$ cat src/rtl/ufc_cfg.svh
`ifndef UFC_CFG_SVH
`define UFC_CFG_SVH
// ----------------------------------------
// clocking and bit rate
// ----------------------------------------
`define UFC_CLK_HZ       100_000_000
`define UFC_REF_HZ       1_000_000
`define UFC_PER_HZ       16_000_000
`define UFC_REF_CYC      (`UFC_CLK_HZ / `UFC_REF_HZ)
`define UFC_PER_NUM      16'h0019
`define UFC_PER_DEN      16'h0004
`define UFC_DIV_W        16
`define UFC_CPB_W        8
// preset divisors on the 1 MHz reference, rounded to nearest
`define UFC_DIV_4800     16'h00D0
`define UFC_DIV_9600     16'h0068
`define UFC_DIV_19200    16'h0034
`define UFC_DIV_38400    16'h001A
`define UFC_DIV_76800    16'h000D
`define UFC_DIV_115200   16'h0009
// ----------------------------------------
// framing and fifo
// ----------------------------------------
`define UFC_FIFO_DEPTH   16
`define UFC_LVL_W        5
`define UFC_TMO_CHARS    4
// ticks in the longest character, less one
`define UFC_CHAR_TICKS   8'hBF
`define UFC_LEN_BASE     4'h5
`define UFC_TRIG_1       5'h01
`define UFC_TRIG_4       5'h04
`define UFC_TRIG_8       5'h08
`define UFC_TRIG_14      5'h0E
`endif

$ cat src/rtl/ufc_pkg.sv
package ufc_pkg;
  typedef enum logic [2:0] {
    UFC_RATE_DIV, UFC_RATE_4800, UFC_RATE_9600, UFC_RATE_19200,
    UFC_RATE_38400, UFC_RATE_76800, UFC_RATE_115200
  } ufc_rate_t;

  typedef struct packed {
    ufc_rate_t   rate_sel;
    logic [15:0] divisor;
    logic        cpb_en;
    logic [7:0]  cpb;
  } ufc_baud_t;

  typedef struct packed {
    logic       parity_en;
    logic       parity_odd;
    logic [1:0] word_len;   // 0..3 = 5..8 bits
    logic       long_stop;
    logic       rts_level;
  } ufc_frame_t;

  typedef struct packed {
    logic       tx_empty_en;
    logic       rx_avail_en;
    logic       line_stat_en;
    logic       modem_en;
    logic [1:0] rx_trig;    // 1, 4, 8, 14
  } ufc_irq_en_t;

  typedef struct packed {
    logic tx_empty;
    logic rx_avail;
    logic timeout;
    logic line_stat;
    logic modem;
  } ufc_irq_t;

  typedef struct packed {
    logic brk;
    logic framing;
    logic parity;
    logic overrun;
  } ufc_line_err_t;
endpackage

$ cat src/rtl/ufc_uart.sv
`timescale 1ns/1ns
`include "ufc_cfg.svh"
// How it works
// - bit rate is 1 MHz divided by a 16-bit divisor
// - with refinement, rate is 16 MHz over divisor times refinement plus one
// - preset rates 4800 to 115200 selectable instead of divisor
// - optional odd or even parity generated and checked
// - five to eight data bits per character
// - one stop bit or a longer two-bit stop period
// - software sets the request-to-send level, first port four-wire only
// - transmit-empty interrupt when the last queued byte starts sending
// - receive-available interrupt while occupancy at or above trigger 1/4/8/14
// - timeout interrupt after four idle character times with data held
// - reading a character clears timeout and restarts its timer
// - line status interrupt on break, framing, parity or overrun
// - modem interrupt on clear-to-send change; current state readable, first port four-wire only
// - head byte sent automatically once the transmit line idles and, in four-wire mode, clear-to-send is high
// - transmit and receive FIFO levels are readable
// - line status shows receive data ready and transmit empty
// - received characters enter the receive FIFO automatically
// - first port defaults to four-wire and owns flow pins when enabled
// - second port has no four-wire flow control
module ufc_uart
  import ufc_pkg::*;
#(
  parameter bit FIRST_PORT = 1'b1,
  parameter int DEPTH      = `UFC_FIFO_DEPTH
)
(
  // clock and reset
  input  wire logic          clock_in,
  input  wire logic          rst_in,
  // configuration
  input  wire logic          enable_in,
  input  wire logic          flow_release_in,
  input  wire ufc_baud_t     baud_in,
  input  wire ufc_frame_t    frame_in,
  input  wire ufc_irq_en_t   irq_en_in,
  // transmit fifo write
  input  wire logic          tx_wr_in,
  input  wire logic [7:0]    tx_data_in,
  output logic               tx_ready_out,
  // receive fifo read
  input  wire logic          rx_rd_in,
  output logic [7:0]         rx_data_out,
  output logic               rx_valid_out,
  // status
  output logic [`UFC_LVL_W-1:0] tx_level_out,
  output logic [`UFC_LVL_W-1:0] rx_level_out,
  output logic               tx_empty_out,
  output ufc_line_err_t      line_err_out,
  output logic               cts_out,
  output ufc_irq_t           irq_out,
  // serial pins
  output logic               txd_out,
  input  wire logic          rxd_in,
  output logic               rts_out,
  output logic               rts_oe_out,
  input  wire logic          cts_in
);
  localparam int AW = $clog2(DEPTH);
  // ----------------------------------------
  // pin synchronisers and tick
  // ----------------------------------------
  logic [2:0] rx_sync_reg;
  logic [2:0] cts_sync_reg;
  logic       rx_line_reg;
  logic       cts_line_reg;
  logic       os_tick;
  logic       four_wire;
  assign four_wire = FIRST_PORT && enable_in && !flow_release_in;
  ufc_baud u_baud (
    .clock_in    (clock_in),
    .rst_in      (rst_in),
    .baud_in     (baud_in),
    .os_tick_out (os_tick)
  );
  always_ff @(posedge clock_in or posedge rst_in) begin
    if (rst_in) begin
      rx_sync_reg  <= 3'h7;
      cts_sync_reg <= 3'h0;
      rx_line_reg  <= 1'b1;
      cts_line_reg <= 1'b0;
    end else begin
      rx_sync_reg  <= {rx_sync_reg[1:0], rxd_in};
      cts_sync_reg <= {cts_sync_reg[1:0], cts_in};
      if (rx_sync_reg[1] == rx_sync_reg[2])
        rx_line_reg <= rx_sync_reg[2];
      if (cts_sync_reg[1] == cts_sync_reg[2])
        cts_line_reg <= cts_sync_reg[2];
    end
  end

  // ----------------------------------------
  // fifos
  // ----------------------------------------
  logic [7:0]    tx_mem [DEPTH];
  logic [7:0]    rx_mem [DEPTH];
  logic [AW-1:0] tx_wp_reg, tx_rp_reg, rx_wp_reg, rx_rp_reg;
  logic [AW:0]   tx_cnt_reg, rx_cnt_reg;
  logic          tx_push, tx_pop, rx_push, rx_pop;
  logic [7:0]    rx_char;
  logic          tx_full, rx_full;
  assign tx_full = (tx_cnt_reg == (AW+1)'(DEPTH));
  assign rx_full = (rx_cnt_reg == (AW+1)'(DEPTH));
  assign tx_push = tx_wr_in && !tx_full;
  assign rx_pop  = rx_rd_in && (rx_cnt_reg != '0);
  always_ff @(posedge clock_in or posedge rst_in) begin
    if (rst_in) begin
      tx_wp_reg  <= '0;
      tx_rp_reg  <= '0;
      rx_wp_reg  <= '0;
      rx_rp_reg  <= '0;
      tx_cnt_reg <= '0;
      rx_cnt_reg <= '0;
    end else begin
      if (tx_push) begin
        tx_mem[tx_wp_reg] <= tx_data_in;
        tx_wp_reg         <= tx_wp_reg + 1'b1;
      end
      if (tx_pop)
        tx_rp_reg <= tx_rp_reg + 1'b1;
      tx_cnt_reg <= tx_cnt_reg + (AW+1)'(tx_push) - (AW+1)'(tx_pop);
      if (rx_push) begin
        rx_mem[rx_wp_reg] <= rx_char;
        rx_wp_reg         <= rx_wp_reg + 1'b1;
      end
      if (rx_pop)
        rx_rp_reg <= rx_rp_reg + 1'b1;
      rx_cnt_reg <= rx_cnt_reg + (AW+1)'(rx_push) - (AW+1)'(rx_pop);
    end
  end

  // ----------------------------------------
  // transmitter
  // ----------------------------------------
  typedef enum logic [2:0] {UFC_TX_IDLE, UFC_TX_START, UFC_TX_DATA, UFC_TX_PAR, UFC_TX_STOP}
    ufc_tx_state_t;
  ufc_tx_state_t tx_state_reg;
  logic [7:0]    tx_shift_reg;
  logic [2:0]    tx_bit_reg;
  logic [4:0]    tx_os_reg;
  logic          tx_par_reg;
  logic          tx_bit_end;
  logic          tx_allowed;
  logic [2:0]    last_bit;
  logic [4:0]    stop_os;
  assign last_bit   = 3'(`UFC_LEN_BASE) + 3'(frame_in.word_len) - 3'd1;
  assign stop_os    = frame_in.long_stop ? 5'h1F : 5'h0F;
  assign tx_bit_end = os_tick && (tx_os_reg == ((tx_state_reg == UFC_TX_STOP) ? stop_os : 5'h0F));
  assign tx_allowed = enable_in && (!four_wire || cts_line_reg);
  assign tx_pop     = (tx_state_reg == UFC_TX_IDLE) && (tx_cnt_reg != '0) && tx_allowed;
  always_ff @(posedge clock_in or posedge rst_in) begin
    if (rst_in) begin
      tx_state_reg <= UFC_TX_IDLE;
      tx_shift_reg <= 8'h00;
      tx_bit_reg   <= 3'h0;
      tx_os_reg    <= 5'h00;
      tx_par_reg   <= 1'b0;
      txd_out      <= 1'b1;
    end else begin
      if (os_tick)
        tx_os_reg <= tx_bit_end ? 5'h00 : tx_os_reg + 5'h01;
      unique case (tx_state_reg)
        UFC_TX_IDLE: begin
          txd_out <= 1'b1;
          if (tx_pop) begin
            tx_shift_reg <= tx_mem[tx_rp_reg];
            tx_par_reg   <= frame_in.parity_odd;
            tx_os_reg    <= 5'h00;
            tx_bit_reg   <= 3'h0;
            tx_state_reg <= UFC_TX_START;
            txd_out      <= 1'b0;
          end
        end
        UFC_TX_START: if (tx_bit_end) begin
          tx_state_reg <= UFC_TX_DATA;
          txd_out      <= tx_shift_reg[0];
        end
        UFC_TX_DATA: if (tx_bit_end) begin
          tx_par_reg   <= tx_par_reg ^ tx_shift_reg[0];
          tx_shift_reg <= {1'b0, tx_shift_reg[7:1]};
          tx_bit_reg   <= tx_bit_reg + 3'h1;
          if (tx_bit_reg == last_bit) begin
            tx_state_reg <= frame_in.parity_en ? UFC_TX_PAR : UFC_TX_STOP;
            txd_out      <= frame_in.parity_en ? (tx_par_reg ^ tx_shift_reg[0]) : 1'b1;
          end else begin
            txd_out <= tx_shift_reg[1];
          end
        end
        UFC_TX_PAR: if (tx_bit_end) begin
          tx_state_reg <= UFC_TX_STOP;
          txd_out      <= 1'b1;
        end
        UFC_TX_STOP: if (tx_bit_end)
          tx_state_reg <= UFC_TX_IDLE;
      endcase
    end
  end

  // ----------------------------------------
  // receiver
  // ----------------------------------------
  typedef enum logic [2:0] {UFC_RX_IDLE, UFC_RX_START, UFC_RX_DATA, UFC_RX_PAR, UFC_RX_STOP}
    ufc_rx_state_t;
  ufc_rx_state_t rx_state_reg;
  logic [7:0]    rx_shift_reg;
  logic [2:0]    rx_bit_reg;
  logic [3:0]    rx_os_reg;
  logic          rx_par_reg;
  logic          rx_perr_reg;
  logic          rx_zero_reg;
  logic          rx_sample;
  logic          rx_done;
  logic          err_frame, err_par, err_brk, err_ovr;
  assign rx_sample = os_tick && (rx_os_reg == 4'h7);
  assign rx_done   = rx_sample && (rx_state_reg == UFC_RX_STOP);
  assign rx_push   = rx_done && !rx_full && enable_in;
  assign rx_char   = rx_shift_reg >> (3'd7 - last_bit);
  assign err_frame = rx_done && !rx_line_reg;
  assign err_brk   = err_frame && rx_zero_reg;
  assign err_par   = rx_done && rx_perr_reg;
  assign err_ovr   = rx_done && rx_full;
  always_ff @(posedge clock_in or posedge rst_in) begin
    if (rst_in) begin
      rx_state_reg <= UFC_RX_IDLE;
      rx_shift_reg <= 8'h00;
      rx_bit_reg   <= 3'h0;
      rx_os_reg    <= 4'h0;
      rx_par_reg   <= 1'b0;
      rx_perr_reg  <= 1'b0;
      rx_zero_reg  <= 1'b0;
    end else begin
      if (os_tick)
        rx_os_reg <= rx_os_reg + 4'h1;
      unique case (rx_state_reg)
        UFC_RX_IDLE: if (!rx_line_reg && enable_in) begin
          rx_state_reg <= UFC_RX_START;
          rx_os_reg    <= 4'h0;
        end
        UFC_RX_START: if (rx_sample) begin
          rx_state_reg <= rx_line_reg ? UFC_RX_IDLE : UFC_RX_DATA;
          rx_bit_reg   <= 3'h0;
          rx_par_reg   <= frame_in.parity_odd;
          rx_perr_reg  <= 1'b0;
          rx_zero_reg  <= 1'b1;
        end
        UFC_RX_DATA: if (rx_sample) begin
          rx_shift_reg <= {rx_line_reg, rx_shift_reg[7:1]};
          rx_par_reg   <= rx_par_reg ^ rx_line_reg;
          rx_zero_reg  <= rx_zero_reg & !rx_line_reg;
          rx_bit_reg   <= rx_bit_reg + 3'h1;
          if (rx_bit_reg == last_bit)
            rx_state_reg <= frame_in.parity_en ? UFC_RX_PAR : UFC_RX_STOP;
        end
        UFC_RX_PAR: if (rx_sample) begin
          rx_perr_reg  <= rx_par_reg != rx_line_reg;
          rx_zero_reg  <= rx_zero_reg & !rx_line_reg;
          rx_state_reg <= UFC_RX_STOP;
        end
        UFC_RX_STOP: if (rx_sample)
          rx_state_reg <= UFC_RX_IDLE;
      endcase
    end
  end

  // ----------------------------------------
  // timeout and interrupt conditions
  // ----------------------------------------
  logic [7:0]           tmo_os_reg;
  logic [2:0]           tmo_chr_reg;
  logic                 tmo_hit;
  logic [`UFC_LVL_W-1:0] trig;
  logic                 cts_prev_reg;
  logic                 tx_last_start;
  assign trig = (irq_en_in.rx_trig == 2'd0) ? `UFC_TRIG_1 :
                (irq_en_in.rx_trig == 2'd1) ? `UFC_TRIG_4 :
                (irq_en_in.rx_trig == 2'd2) ? `UFC_TRIG_8 : `UFC_TRIG_14;
  // character time of the longest frame, twelve bits of 16 ticks
  assign tmo_hit       = (tmo_chr_reg == 3'(`UFC_TMO_CHARS));
  assign tx_last_start = tx_pop && (tx_cnt_reg == (AW+1)'(1)) && !tx_push;
  always_ff @(posedge clock_in or posedge rst_in) begin
    if (rst_in) begin
      tmo_os_reg   <= 8'h00;
      tmo_chr_reg  <= 3'h0;
      cts_prev_reg <= 1'b0;
      irq_out      <= '0;
      line_err_out <= '0;
    end else begin
      cts_prev_reg <= cts_line_reg;
      if (rx_push || rx_pop || rx_cnt_reg == '0) begin
        tmo_os_reg  <= 6'h00;
        tmo_chr_reg <= 3'h0;
      end else if (os_tick && !tmo_hit) begin
        if (tmo_os_reg == `UFC_CHAR_TICKS) begin
          tmo_os_reg  <= 8'h00;
          tmo_chr_reg <= tmo_chr_reg + 3'h1;
        end else begin
          tmo_os_reg <= tmo_os_reg + 8'h01;
        end
      end
      irq_out.tx_empty  <= irq_en_in.tx_empty_en &&
                           (tx_last_start || (irq_out.tx_empty && !tx_push));
      irq_out.rx_avail  <= irq_en_in.rx_avail_en &&
                           (`UFC_LVL_W'(rx_cnt_reg) >= trig);
      irq_out.timeout   <= irq_en_in.rx_avail_en && !rx_pop &&
                           (irq_out.timeout || tmo_hit);
      irq_out.line_stat <= irq_en_in.line_stat_en &&
                           (err_frame || err_par || err_ovr || irq_out.line_stat);
      irq_out.modem     <= irq_en_in.modem_en && four_wire &&
                           ((cts_line_reg != cts_prev_reg) || irq_out.modem);
      line_err_out      <= {err_brk, err_frame, err_par, err_ovr};
    end
  end

  // ----------------------------------------
  // registered outputs
  // ----------------------------------------
  always_ff @(posedge clock_in or posedge rst_in) begin
    if (rst_in) begin
      tx_ready_out <= 1'b0;
      rx_data_out  <= 8'h00;
      rx_valid_out <= 1'b0;
      tx_level_out <= '0;
      rx_level_out <= '0;
      tx_empty_out <= 1'b1;
      cts_out      <= 1'b0;
      rts_out      <= 1'b0;
      rts_oe_out   <= 1'b0;
    end else begin
      tx_ready_out <= !tx_full;
      rx_data_out  <= rx_mem[rx_rp_reg];
      rx_valid_out <= (rx_cnt_reg != '0);
      tx_level_out <= `UFC_LVL_W'(tx_cnt_reg);
      rx_level_out <= `UFC_LVL_W'(rx_cnt_reg);
      tx_empty_out <= (tx_cnt_reg == '0);
      cts_out      <= cts_line_reg && four_wire;
      rts_out      <= frame_in.rts_level && four_wire;
      rts_oe_out   <= four_wire;
    end
  end

  // ----------------------------------------
  // checks
  // ----------------------------------------
  AST_TX_HOLD: assert property (@(posedge clock_in) disable iff (rst_in)
    (four_wire && !cts_line_reg) |-> !tx_pop) else $error("transmit started without cts");
  AST_IDLE_HIGH: assert property (@(posedge clock_in) disable iff (rst_in)
    (tx_state_reg == UFC_TX_IDLE && !$past(tx_pop)) |-> txd_out) else $error("line not idle high");
  AST_START_LOW: assert property (@(posedge clock_in) disable iff (rst_in)
    tx_pop |=> !txd_out) else $error("start bit not low");
  AST_RX_AVAIL: assert property (@(posedge clock_in) disable iff (rst_in)
    (irq_en_in.rx_avail_en && `UFC_LVL_W'(rx_cnt_reg) >= trig) |=> irq_out.rx_avail)
    else $error("receive available missing");
  AST_TMO_CLR: assert property (@(posedge clock_in) disable iff (rst_in)
    rx_pop |=> !irq_out.timeout) else $error("timeout not cleared by read");
  AST_TX_EMPTY: assert property (@(posedge clock_in) disable iff (rst_in)
    (irq_en_in.tx_empty_en && tx_last_start) |=> irq_out.tx_empty) else $error("tx empty missing");
  AST_NO_FLOW2: assert property (@(posedge clock_in) disable iff (rst_in)
    !FIRST_PORT |-> !rts_oe_out && !irq_out.modem) else $error("second port flow control");
  AST_OVR: assert property (@(posedge clock_in) disable iff (rst_in)
    err_ovr |=> line_err_out.overrun) else $error("overrun not flagged");
endmodule

$ cat src/rtl/ufc_baud.sv
`timescale 1ns/1ns
`include "ufc_cfg.svh"
// ----------------------------------------
// bit tick generator, 16x oversampling tick
// ----------------------------------------
module ufc_baud
  import ufc_pkg::*;
(
  // clock and reset
  input  wire logic      clock_in,
  input  wire logic      rst_in,
  // configuration
  input  wire ufc_baud_t baud_in,
  // ticks
  output logic           os_tick_out
);
  logic [31:0] bit_cyc;
  logic [31:0] os_cyc;
  logic [31:0] cnt_reg;
  logic [15:0] div_eff;

  assign div_eff = (baud_in.rate_sel == UFC_RATE_4800)   ? `UFC_DIV_4800   :
                   (baud_in.rate_sel == UFC_RATE_9600)   ? `UFC_DIV_9600   :
                   (baud_in.rate_sel == UFC_RATE_19200)  ? `UFC_DIV_19200  :
                   (baud_in.rate_sel == UFC_RATE_38400)  ? `UFC_DIV_38400  :
                   (baud_in.rate_sel == UFC_RATE_76800)  ? `UFC_DIV_76800  :
                   (baud_in.rate_sel == UFC_RATE_115200) ? `UFC_DIV_115200 :
                   ((baud_in.divisor == 16'h0000) ? 16'h0001 : baud_in.divisor);

  // 1 MHz reference: 100 clocks per divisor step; 16 MHz: 6.25 clocks per step
  assign bit_cyc = baud_in.cpb_en ?
                   32'((32'(div_eff) * (32'(baud_in.cpb) + 32'd1) * 32'(`UFC_PER_NUM))
                       / 32'(`UFC_PER_DEN)) :
                   32'(div_eff) * 32'(`UFC_REF_CYC);
  assign os_cyc  = (bit_cyc >> 4) == 32'd0 ? 32'd1 : (bit_cyc >> 4);

  always_ff @(posedge clock_in or posedge rst_in) begin
    if (rst_in) begin
      cnt_reg     <= 32'h0000_0000;
      os_tick_out <= 1'b0;
    end else begin
      os_tick_out <= (cnt_reg + 32'd1 >= os_cyc);
      cnt_reg     <= (cnt_reg + 32'd1 >= os_cyc) ? 32'h0000_0000 : cnt_reg + 32'd1;
    end
  end
endmodule

$ cat config.mk
export PLATFORM = sky130hd
export DESIGN_NAME = ufc_uart
export DESIGN_NICKNAME = d
export VERILOG_FILES = /design/src/rtl/ufc_pkg.sv /design/src/rtl/ufc_uart.sv /design/src/rtl/ufc_baud.sv
export VERILOG_INCLUDE_DIRS = /design/src /design/src/rtl
export SDC_FILE = /design/constraint.sdc
export NUM_CORES = 1
export LEC_CHECK = 0
export BUFFER_PORTS_ARGS = -buffer_cell sky130_fd_sc_hd__buf_2
export CAP_MARGIN = 20
export CELL_PAD_IN_SITES_DETAIL_PLACEMENT = 2
export CELL_PAD_IN_SITES_GLOBAL_PLACEMENT = 2
export CORE_UTILIZATION = 44
export CTS_CLUSTER_DIAMETER = 200
export DETAILED_ROUTE_END_ITERATION = 7
export PLACE_DENSITY = 0.91
export SYNTH_ARGS = -nofsm -noshare
export SYNTH_HDL_FRONTEND = slang
export SYNTH_SLANG_ARGS = --single-unit
$ cat constraint.sdc
create_clock -name clock_in -period 5.96 [get_ports clock_in]
set_input_delay 0.596 -clock clock_in [delete_from_list [all_inputs] [get_ports clock_in]]
set_output_delay 0.596 -clock clock_in [all_outputs]
set_load 0.01 [all_outputs]
---- Yosys cells after proc, flatten, opt, wreduce, memory -nomap -nowiden ----
Memory sizes are Yosys's and may differ from the RTL's. A register that Yosys moved wholly into a read port is not among the register bits.
Cells that the tools add are included.
word-level totals
  flip-flop bits (word level) ............. 146
  memory bits (writable) .................. 256
  bits of input ports ..................... 56
  output and inout bits ................... 34
  logic and storage cells ................. 267
  memories ................................ 2
memories
  name    depth  bits a word  read ports  clocked after memory_dff  wr ports  RTL line        text
  rx_mem  16     8            1           1                         1         ufc_uart.sv:98  logic [7:0] rx_mem [DEPTH];
  tx_mem  16     8            1           0                         1         ufc_uart.sv:97  logic [7:0] tx_mem [DEPTH];
cells by class
  $add $sub $neg .......................... 19
  multiply operators ...................... 3
  order comparisons ....................... 2
  equality and inequality tests ........... 42
  shift-type cells ........................ 1
  multiplexer cells ....................... 75
  bitwise operators ....................... 3
  reductions and logical operators ........ 75
operators with widths
  cell                                                                    number
  16-bit two-way mux                                                      7
  3-bit two-way mux                                                       20
  8-bit two-way mux                                                       5
  32-bit by 1-bit adder with 32-bit output (second input constant)        1
  32-bit >= comparator                                                    1
  32-bit logical NOT                                                      1
  16-bit by 32-bit multiplier with 32-bit output                          1
  32-bit by 5-bit multiplier with 32-bit output (second input constant)   1
  32-bit two-way mux                                                      1
  1-bit logical AND                                                       31
  30-bit two-way mux                                                      1
  5-bit two-way mux                                                       6
  3-bit case mux with 5 select lines                                      2
  28-bit two-way mux                                                      1
  2-bit inequality test (second input constant)                           12
  16-bit by 5-bit multiplier with 21-bit output (second input constant)   1
  4-bit by 1-bit adder with 4-bit output (second input constant)          5
  4-bit two-way mux                                                       5
  3-bit by 2-bit equality test with 1-bit output (second input constant)  6
  3-bit equality test (second input constant)                             6
  1-bit two-way mux                                                       18
  16-bit logical NOT                                                      1
  8-bit case mux with 2 select lines                                      1
  3-bit case mux with 2 select lines                                      2
  41 further kinds                                                        84

---- Depth between registers and ports, before layout ----
Gate-level depths: netlist of run 1.
  word-level depth ........................ 15
  mapped depth ............................ 58

---- Hierarchy ----
From an unflattened synthesis of run 1, not the netlist that was laid out.
second synthesis, totals
  cell total of the unflattened synthesis .. 2307
  area, all modules ....................... 26967.1 um2
by module, submodules not included
  module    times used  cells an instance  area each (um2)  seq. area each (um2)
  ufc_uart  1           953                15833.9          10722.8
  ufc_baud  1           1354               11133.2          825.8

---- Least setup slack after synthesis of run 1 ----
No wires, ideal clock.
  kind .................................... input to register
  from .................................... input baud_in[25] (netlist bit)
  to ...................................... register u_baud.cnt_reg[10]
  arrival time ............................ 11354 ps
  data required time ...................... 5886 ps
  setup slack ............................. -5468 ps
  cell stages on the path ................. 53
  path buffers ............................ 2
  cell sequence ........................... buf_1 nor2_1 a221oi_1 inv_1 nand2_1 fa_1 inv_1 fa_1 ha_1 inv_1 fa_1 inv_1 fa_1 a21o_1 a21oi_1 o21bai_1 a21o_1 a21oi_1 [17 not listed] nor3_1 a2111oi_0 nand4b_1 nor4bb_1 a41o_1 ha_1 nand2b_1 a21o_1 a21o_1 a21o_1 a21o_1 a21o_1 a211oi_1 o21ai_0 nand4_1 a41oi_2 clkbuf_1 nor2b_1
between the ends
  word-level cells in the longest chain between the ends .. 14
RTL lines
  what                                            RTL line        text
  from (decl)                                     ufc_uart.sv:36  input wire ufc_baud_t baud_in,
  3-bit equality test                             ufc_baud.sv:27  (baud_in.rate_sel == UFC_RATE_115200) ? `UFC_DIV_115200 :
  16-bit two-way mux                              ufc_baud.sv:27
  16-bit two-way mux                              ufc_baud.sv:26  (baud_in.rate_sel == UFC_RATE_76800) ? `UFC_DIV_76800 :
  16-bit two-way mux                              ufc_baud.sv:25  (baud_in.rate_sel == UFC_RATE_38400) ? `UFC_DIV_38400 :
  16-bit two-way mux                              ufc_baud.sv:24  (baud_in.rate_sel == UFC_RATE_19200) ? `UFC_DIV_19200 :
  16-bit two-way mux                              ufc_baud.sv:23  (baud_in.rate_sel == UFC_RATE_9600) ? `UFC_DIV_9600 :
  16-bit two-way mux (*)                          ufc_baud.sv:22  assign div_eff = (baud_in.rate_sel == UFC_RATE_4800) ? `UFC_DIV_4800 :
  16-bit by 32-bit multiplier with 32-bit output  ufc_baud.sv:32  32'((32'(div_eff) * (32'(baud_in.cpb) + 32'd1) * 32'(`UFC_PER_NUM))
  32-bit by 5-bit multiplier with 32-bit output   ufc_baud.sv:32
  30-bit two-way mux (*)                          ufc_baud.sv:31  assign bit_cyc = baud_in.cpb_en ?
  32-bit logical NOT                              ufc_baud.sv:35  assign os_cyc = (bit_cyc >> 4) == 32'd0 ? 32'd1 : (bit_cyc >> 4);
  28-bit two-way mux (*)                          ufc_baud.sv:35
  32-bit >= comparator (*)                        ufc_baud.sv:43  cnt_reg <= (cnt_reg + 32'd1 >= os_cyc) ? 32'h0000_0000 : cnt_reg + 32'd1;
  32-bit two-way mux (*)                          ufc_baud.sv:43
  to (signal assigned)                            ufc_baud.sv:43
  to (decl)                                       ufc_baud.sv:19  logic [31:0] cnt_reg;
Mark *: on every way between the ends. The rest lies on a longest branch, timed or not.
A chain may end at the register's enable or synchronous reset.

---- Worst setup path after layout of run 1 ----
  from .................................... input baud_in[26] (netlist bit)
  to ...................................... register u_baud.cnt_reg[25]
Same word-level chain as after synthesis.

==> results of run 1 <==
==> worst max-delay path by stage <==
stage / startpoint / endpoint / slack, ns
final: baud_in[26] / u_baud.cnt_reg[25] / -8.18
after floorplan: baud_in[25] / u_baud.cnt_reg[11] / -4.25
after global placement: baud_in[11] / u_baud.cnt_reg[20] / -5.40
after detailed placement: baud_in[11] / u_baud.cnt_reg[14] / -6.36
after CTS: baud_in[25] / u_baud.cnt_reg[23] / -5.49
after global routing: baud_in[26] / u_baud.cnt_reg[25] / -8.18
==> metrics by stage <==
step / cell area [um2] / hold slack, ns / setup WS, ns
floorplan: 27110 / 0.3312 / -4.252
global placement: 30820 / 0.3361 / -5.400
detailed placement: 30850 / 0.3497 / -6.362
CTS: 33230 / 0.1199 / -5.490
global route: 33840 / 0.1220 / -8.176
finish: 33870 / 0.1216 / -8.178
==> metal layers <==
layer	vias to the layer above	routed length, um	track usage (%)
met2	2930	75610	79.25
met1	12912	54300	49.84
met3	1568	22610	11.34
li1	8941	-	-
met4	24	23370	39.16
met5	-	420	0
==> synthesized netlist by cell type, drive strengths merged (4+ instances only) <==
library cell	count
mux4	58
o2111a	4
o22ai	4
inv	275
nor3	34
nand2	142
a211oi	14
a21boi	5
clkbuf	47
nor4	6
o31ai	5
dfstp	6
nand2b	34
and3	25
o21bai	6
nor2	193
ha	247
edfxtp	256
a31oi	17
nand3	44
mux2i	40
or2	9
and4	5
nor2b	36
mux2	24
xnor2	73
o21a	12
and2	16
or3	14
dfrtp	148
a221oi	12
xor2	60
nand4	23
a21o	42
fa	132
o21ai	64
a21oi	93
buf	15
==> critical path, delay by kind of cell <==
kind                       cells  cell delay [ns]
adders and majority gates     10             4.56
xor gates and xnor gates       1             0.29
buffers and inverters         11             1.58
and+or+nand+nor                8             1.17
AOI/OAI and AO/OA             21             6.05
muxes                          1             0.34
==> what timing repair did <==
action                     CTS  global route
gates resized for setup    154            93
cloned                       2             1
buffers inserted            25            21
setup endpoints to repair   27            27
pin swaps                   59            66
==> layout make-up <==
type	count	area [um2]
flip-flops and latches	410	11550
repair buffers	482	3669
diodes	13	32.53
well taps	773	967.2
inverters	275	1057
clock inverters	26	267.8
multi-input cells	1550	15200
fillers	5464	25490
clock buffers	51	1126
==> cell families (layout without fill, tap and decap cells) <==
family          count (synthesis)  count (layout)  share of synthesized area, %
buf+inv                       337             834                         4.769
fa+ha+maj                     381             381                         21.60
mux                           122             122                         7.424
compound gates                311             311                         7.706
flops                         410             410                         43.37
xor+xnor                      133             133                         4.374
other cells                     1              19                       0.01408
simple gates                  597             597                         10.74
==> summary.txt, run 1 <==
Yosys
  – Synth async-reset ratio: 37.56%
  – Register bit total from synthesis: 410
  – Synthesized cell area: 26630 um2
  – Post-synthesis cell count: 2292
  – Synthesized area per cell: 11.62 um2
  – Synth area leaders: edfxtp_1 (29%), dfrtp_1 (14%), ha_1 (12%)
  – Unique masters post-synth: 82
  – Post-synth EDFFs: 256
  – Most used DFF post-synth: edfxtp_1
  – Synth top area share: 28.87%
  – Synth area leader: edfxtp_1
  – YS warnings: 0
  – Seq/Total Area, Yosys: 43.37%

Routing
  – Detailed-route vias per instance: 7.367
  – Final ANT Viol Nets: 0
  – DR pass1 iterations: 5
  – Total number of vias: 26375
  – Initial DRC count: 3523
  – DRC errors left: 0
  – Routed Wire Length: 176300 um
  – DR WL/cell: 49.25 um

STA
  – Setup violations, final: 27
  – Fin crit period: 14.14 ns
  – Setup ws final: -8.178 ns
  – Final Hold Viols: 0
  – Max-slew violation count: 8
  – Unrepaired setup endpoints after global routing: yes
  – Worst slew margin: -50.66%
  – Worst slew pin tran: 2.255 ns
  – Setup_tns: -217.65 ns
  – Fin crit share: 237.2%
  – Fmax: 70.73 MHz
  – Post-Route Skew: 0.04246 ns

Status
  – Outcome: finished, violations left
  – Failing checks: max-capacitance violations, max-slew violations, negative setup slack

Clock network
  – CTS buffer count: 42
  – Worst skew pair latency: 0.61 ns
  – CTS Sinks: 410
  – CTS tree: built
  – Clock Root Buffer: clkbuf_16
  – # hold bufs at CTS: 0
  – Worst-path clk slew: 0.09 ns
  – H-tree levels: 2
  – Clock Path Buffers: 3

Worst setup path
  – Req. time, crit path: 6.45 ns
  – Most used cell, CP: a21o_1
  – Crit path kind: primary input to flip-flop
  – Slowest stage cell, crit path: o21ai_0
  – Flop-to-flop setup slack: -0.39 ns
  – CP max FO: 6
  – Worst R2R End: u_baud.cnt_reg[25]
  – CP Launch Type: primary input
  – Setup crit end kind: flip-flop
  – Reg2reg start: u_baud.cnt_reg[0]
  – CP arrival: 14.63 ns
  – Cells on worst reg2reg path: 19
  – Slowest stage delay, CP: 1.32 ns

Layout
  – Layout cell share with drive strength beyond 1: 31.35%
  – Final non-filler cell total: 3580
  – Most common cell after layout, fill and taps aside: buf_4
  – Layout Utilization: 57.06%
  – Most frequent cells in the layout: buf_4 (369), edfxtp_1 (256), inv_1 (237), ha_1 (223), nor2_1 (179)
  – Area delta synth->final: 27.18%
  – Post-layout nets: 3196

Placement
  – DP HPWL: 78720 um
  – PortBufs: 89
  – Placed Instances: 3438
  – Placer Congestion: 0.8343

Global routing
  – Number of global-route vias before repair: 26939
  – Global-route wire length before repair: 204200 um
  – GRT Total Usage: 47.01%
  – Overflow after GRT: 0
  – Pin count of the biggest net entering global routing: 58
  – Antenna violations before repair: 23

Die
  – Row cnt: 89
  – Die area: 61510 um2
  – Initial Utilization: 44.87%
  – Die Ht: 248.0 um
  – Core Area: 59350 um2
  – I/O Pins: 90
  – Die span in x: 248.0 um

Min path
  – Hold Startpoint: rxd_in
  – WHS Path Cells: 1
  – Worst Hold End: rx_sync_reg[0]
  – HP Class: primary input to flip-flop

Flow run
  – Max-cap check violation count: 3
Power of run 1 is left out: the tool's default activity adds up to more than one toggle a clock period on the data nets, which glitch-free logic cannot reach.
==> run 2, diff against run 1 <==
- BUFFER_PORTS_ARGS: -buffer_cell sky130_fd_sc_hd__buf_2 -> -buffer_cell sky130_fd_sc_hd__buf_4
- CORE_UTILIZATION: 44 -> 42
- PLACE_DENSITY: 0.91 -> 0.88
==> run 2 against run 1 <==
The run ends with negative setup slack left. Cell count rose by 1.4%. Register-to-register slack gained 0.90 ns. First-iteration DRC count down 5.9%. Worst setup slack gained 0.51 ns. Largest cell class unchanged.
==> summary.txt, run 2 (synthesis results as in run 1) <==
Status
  – Outcome: finished, violations left
  – Failing checks: negative setup slack

Routing
  – Routed Wire Length: 162400 um
  – Detailed-route vias per instance: 7.014
  – DR WL/cell: 44.73 um
  – DRC errors left: 0
  – Final ANT Viol Nets: 0
  – DR pass1 iterations: 5
  – Total number of vias: 25461
  – Initial DRC count: 3315

Worst setup path
  – Flop-to-flop setup slack: 0.51 ns
  – Cells on worst reg2reg path: 14
  – Crit path kind: primary input to flip-flop
  – Setup crit end kind: flip-flop
  – Worst R2R End: u_baud.cnt_reg[22]
  – Slowest stage cell, crit path: fa_1
  – CP Launch Type: primary input
  – CP arrival: 14.11 ns
  – CP max FO: 14
  – Reg2reg start: u_baud.cnt_reg[0]
  – Slowest stage delay, CP: 0.71 ns
  – Req. time, crit path: 6.44 ns

Layout
  – # fillers: 5990
  – Layout Utilization: 54.37%
  – Area delta synth->final: 26.93%
  – Most common cell after layout, fill and taps aside: buf_4
  – Layout cell share with drive strength beyond 1: 30.09%
  – Post-layout nets: 3185
  – Most frequent cells in the layout: buf_4 (447), edfxtp_1 (256), inv_1 (244), ha_1 (219), nor2_1 (179)

STA
  – Fin crit share: 228.7%
  – Worst slew margin: 4.642%
  – Worst slew pin tran: 1.425 ns
  – Final Hold Viols: 0
  – Setup violations, final: 27
  – Setup ws final: -7.668 ns
  – Unrepaired setup endpoints after global routing: yes
  – Max-slew violation count: 0
  – Fmax: 73.38 MHz
  – Fin crit period: 13.63 ns
  – Post-Route Skew: 0.04423 ns
  – Hold_ws: 0.05129 ns

Placement
  – Placer Congestion: 0.8486
  – PortBufs: 89
  – DP HPWL: 75990 um

Clock network
  – CTS tree: built
  – # hold bufs at CTS: 0
  – CTS buffer count: 41
  – Worst-path clk slew: 0.10 ns
  – Worst skew pair latency: 0.63 ns
  – Clock Root Buffer: clkbuf_16
  – CTS Sinks: 410
  – Clock Path Buffers: 3
  – H-tree levels: 2

Die
  – Die span in x: 253.8 um
  – Initial Utilization: 42.84%
  – I/O Pins: 90
  – Die area: 64410 um2
  – Die Ht: 253.8 um
  – Core Area: 62170 um2
  – Row cnt: 91

Global routing
  – Number of global-route vias before repair: 26875
  – GRT Total Usage: 43.17%
  – Pin count of the biggest net entering global routing: 69
  – Antenna violations before repair: 22
  – Overflow after GRT: 0
  – Global-route wire length before repair: 198700 um

Min path
  – HP Class: primary input to asynchronous set/reset pin

Flow run
  – Max-cap check violation count: 0
run 2: worst max-delay path, delay by kind of cell:
family          cells  cell delay [ns]
compound gates     14             3.64
xor+xnor            2             0.56
fa+ha+maj          10             4.62
buf+inv             8             1.25
mux                 1             0.42
simple gates       12             2.98
run 2: metrics by stage:
stage	area, um2	cells	setup WS [ns]	setup TNS, ns
floorplan	27110	2297	-4.252	-113.34
global placement	31080	3498	-5.410	-145.94
detailed placement	31100	3502	-6.452	-172.24
CTS	33180	3594	-5.512	-148.13
global route	33780	3620	-7.407	-195.60
finish	33800	3630	-7.668	-201.96
run 2: repair_timing:
| action | 4_1_cts | 5_1_grt |
|---|---|---|
| buffers inserted | 15 | 20 |
| pin swaps | 40 | 50 |
| cloned | 2 | 0 |
| endpoints found under the hold margin | 0 | 0 |
| gates resized for setup | 126 | 78 |
| endpoints found under the setup margin | 27 | 27 |
run 2: worst max-delay path by stage:
| stage | from | to | slack, ns |
|---|---|---|---|
| finish | baud_in[0] | u_baud.cnt_reg[22] | -7.67 |
| floorplan | baud_in[25] | u_baud.cnt_reg[11] | -4.25 |
| global placement | baud_in[11] | u_baud.cnt_reg[21] | -5.41 |
| detailed placement | baud_in[11] | u_baud.cnt_reg[10] | -6.45 |
| CTS | baud_in[26] | u_baud.cnt_reg[8] | -5.51 |
| global route | baud_in[0] | u_baud.cnt_reg[2] | -7.41 |
run 2: metal layers:
layer	up-vias	global-route usage [%]	part of all wire [%]
li1	8919	-	-
met1	12690	45.75	32
met2	2614	73.54	46
met3	1230	9.587	10
met4	8	35.63	12
met5	-	0	0.034
run 2: layout make-up:
type | count | area (um2) | area share (%)
clock buffers | 56 | 1135 | 3.357
diodes | 11 | 27.53 | 0.08144
multi-input cells | 1550 | 15130 | 44.76
repair buffers | 472 | 3707 | 10.97
inverters | 275 | 1056 | 3.124
clock inverters | 19 | 146.4 | 0.4331
flip-flops and latches | 410 | 11550 | 34.17
well taps | 837 | 1047 | 3.098
Power of run 2 is left out for the same reason.
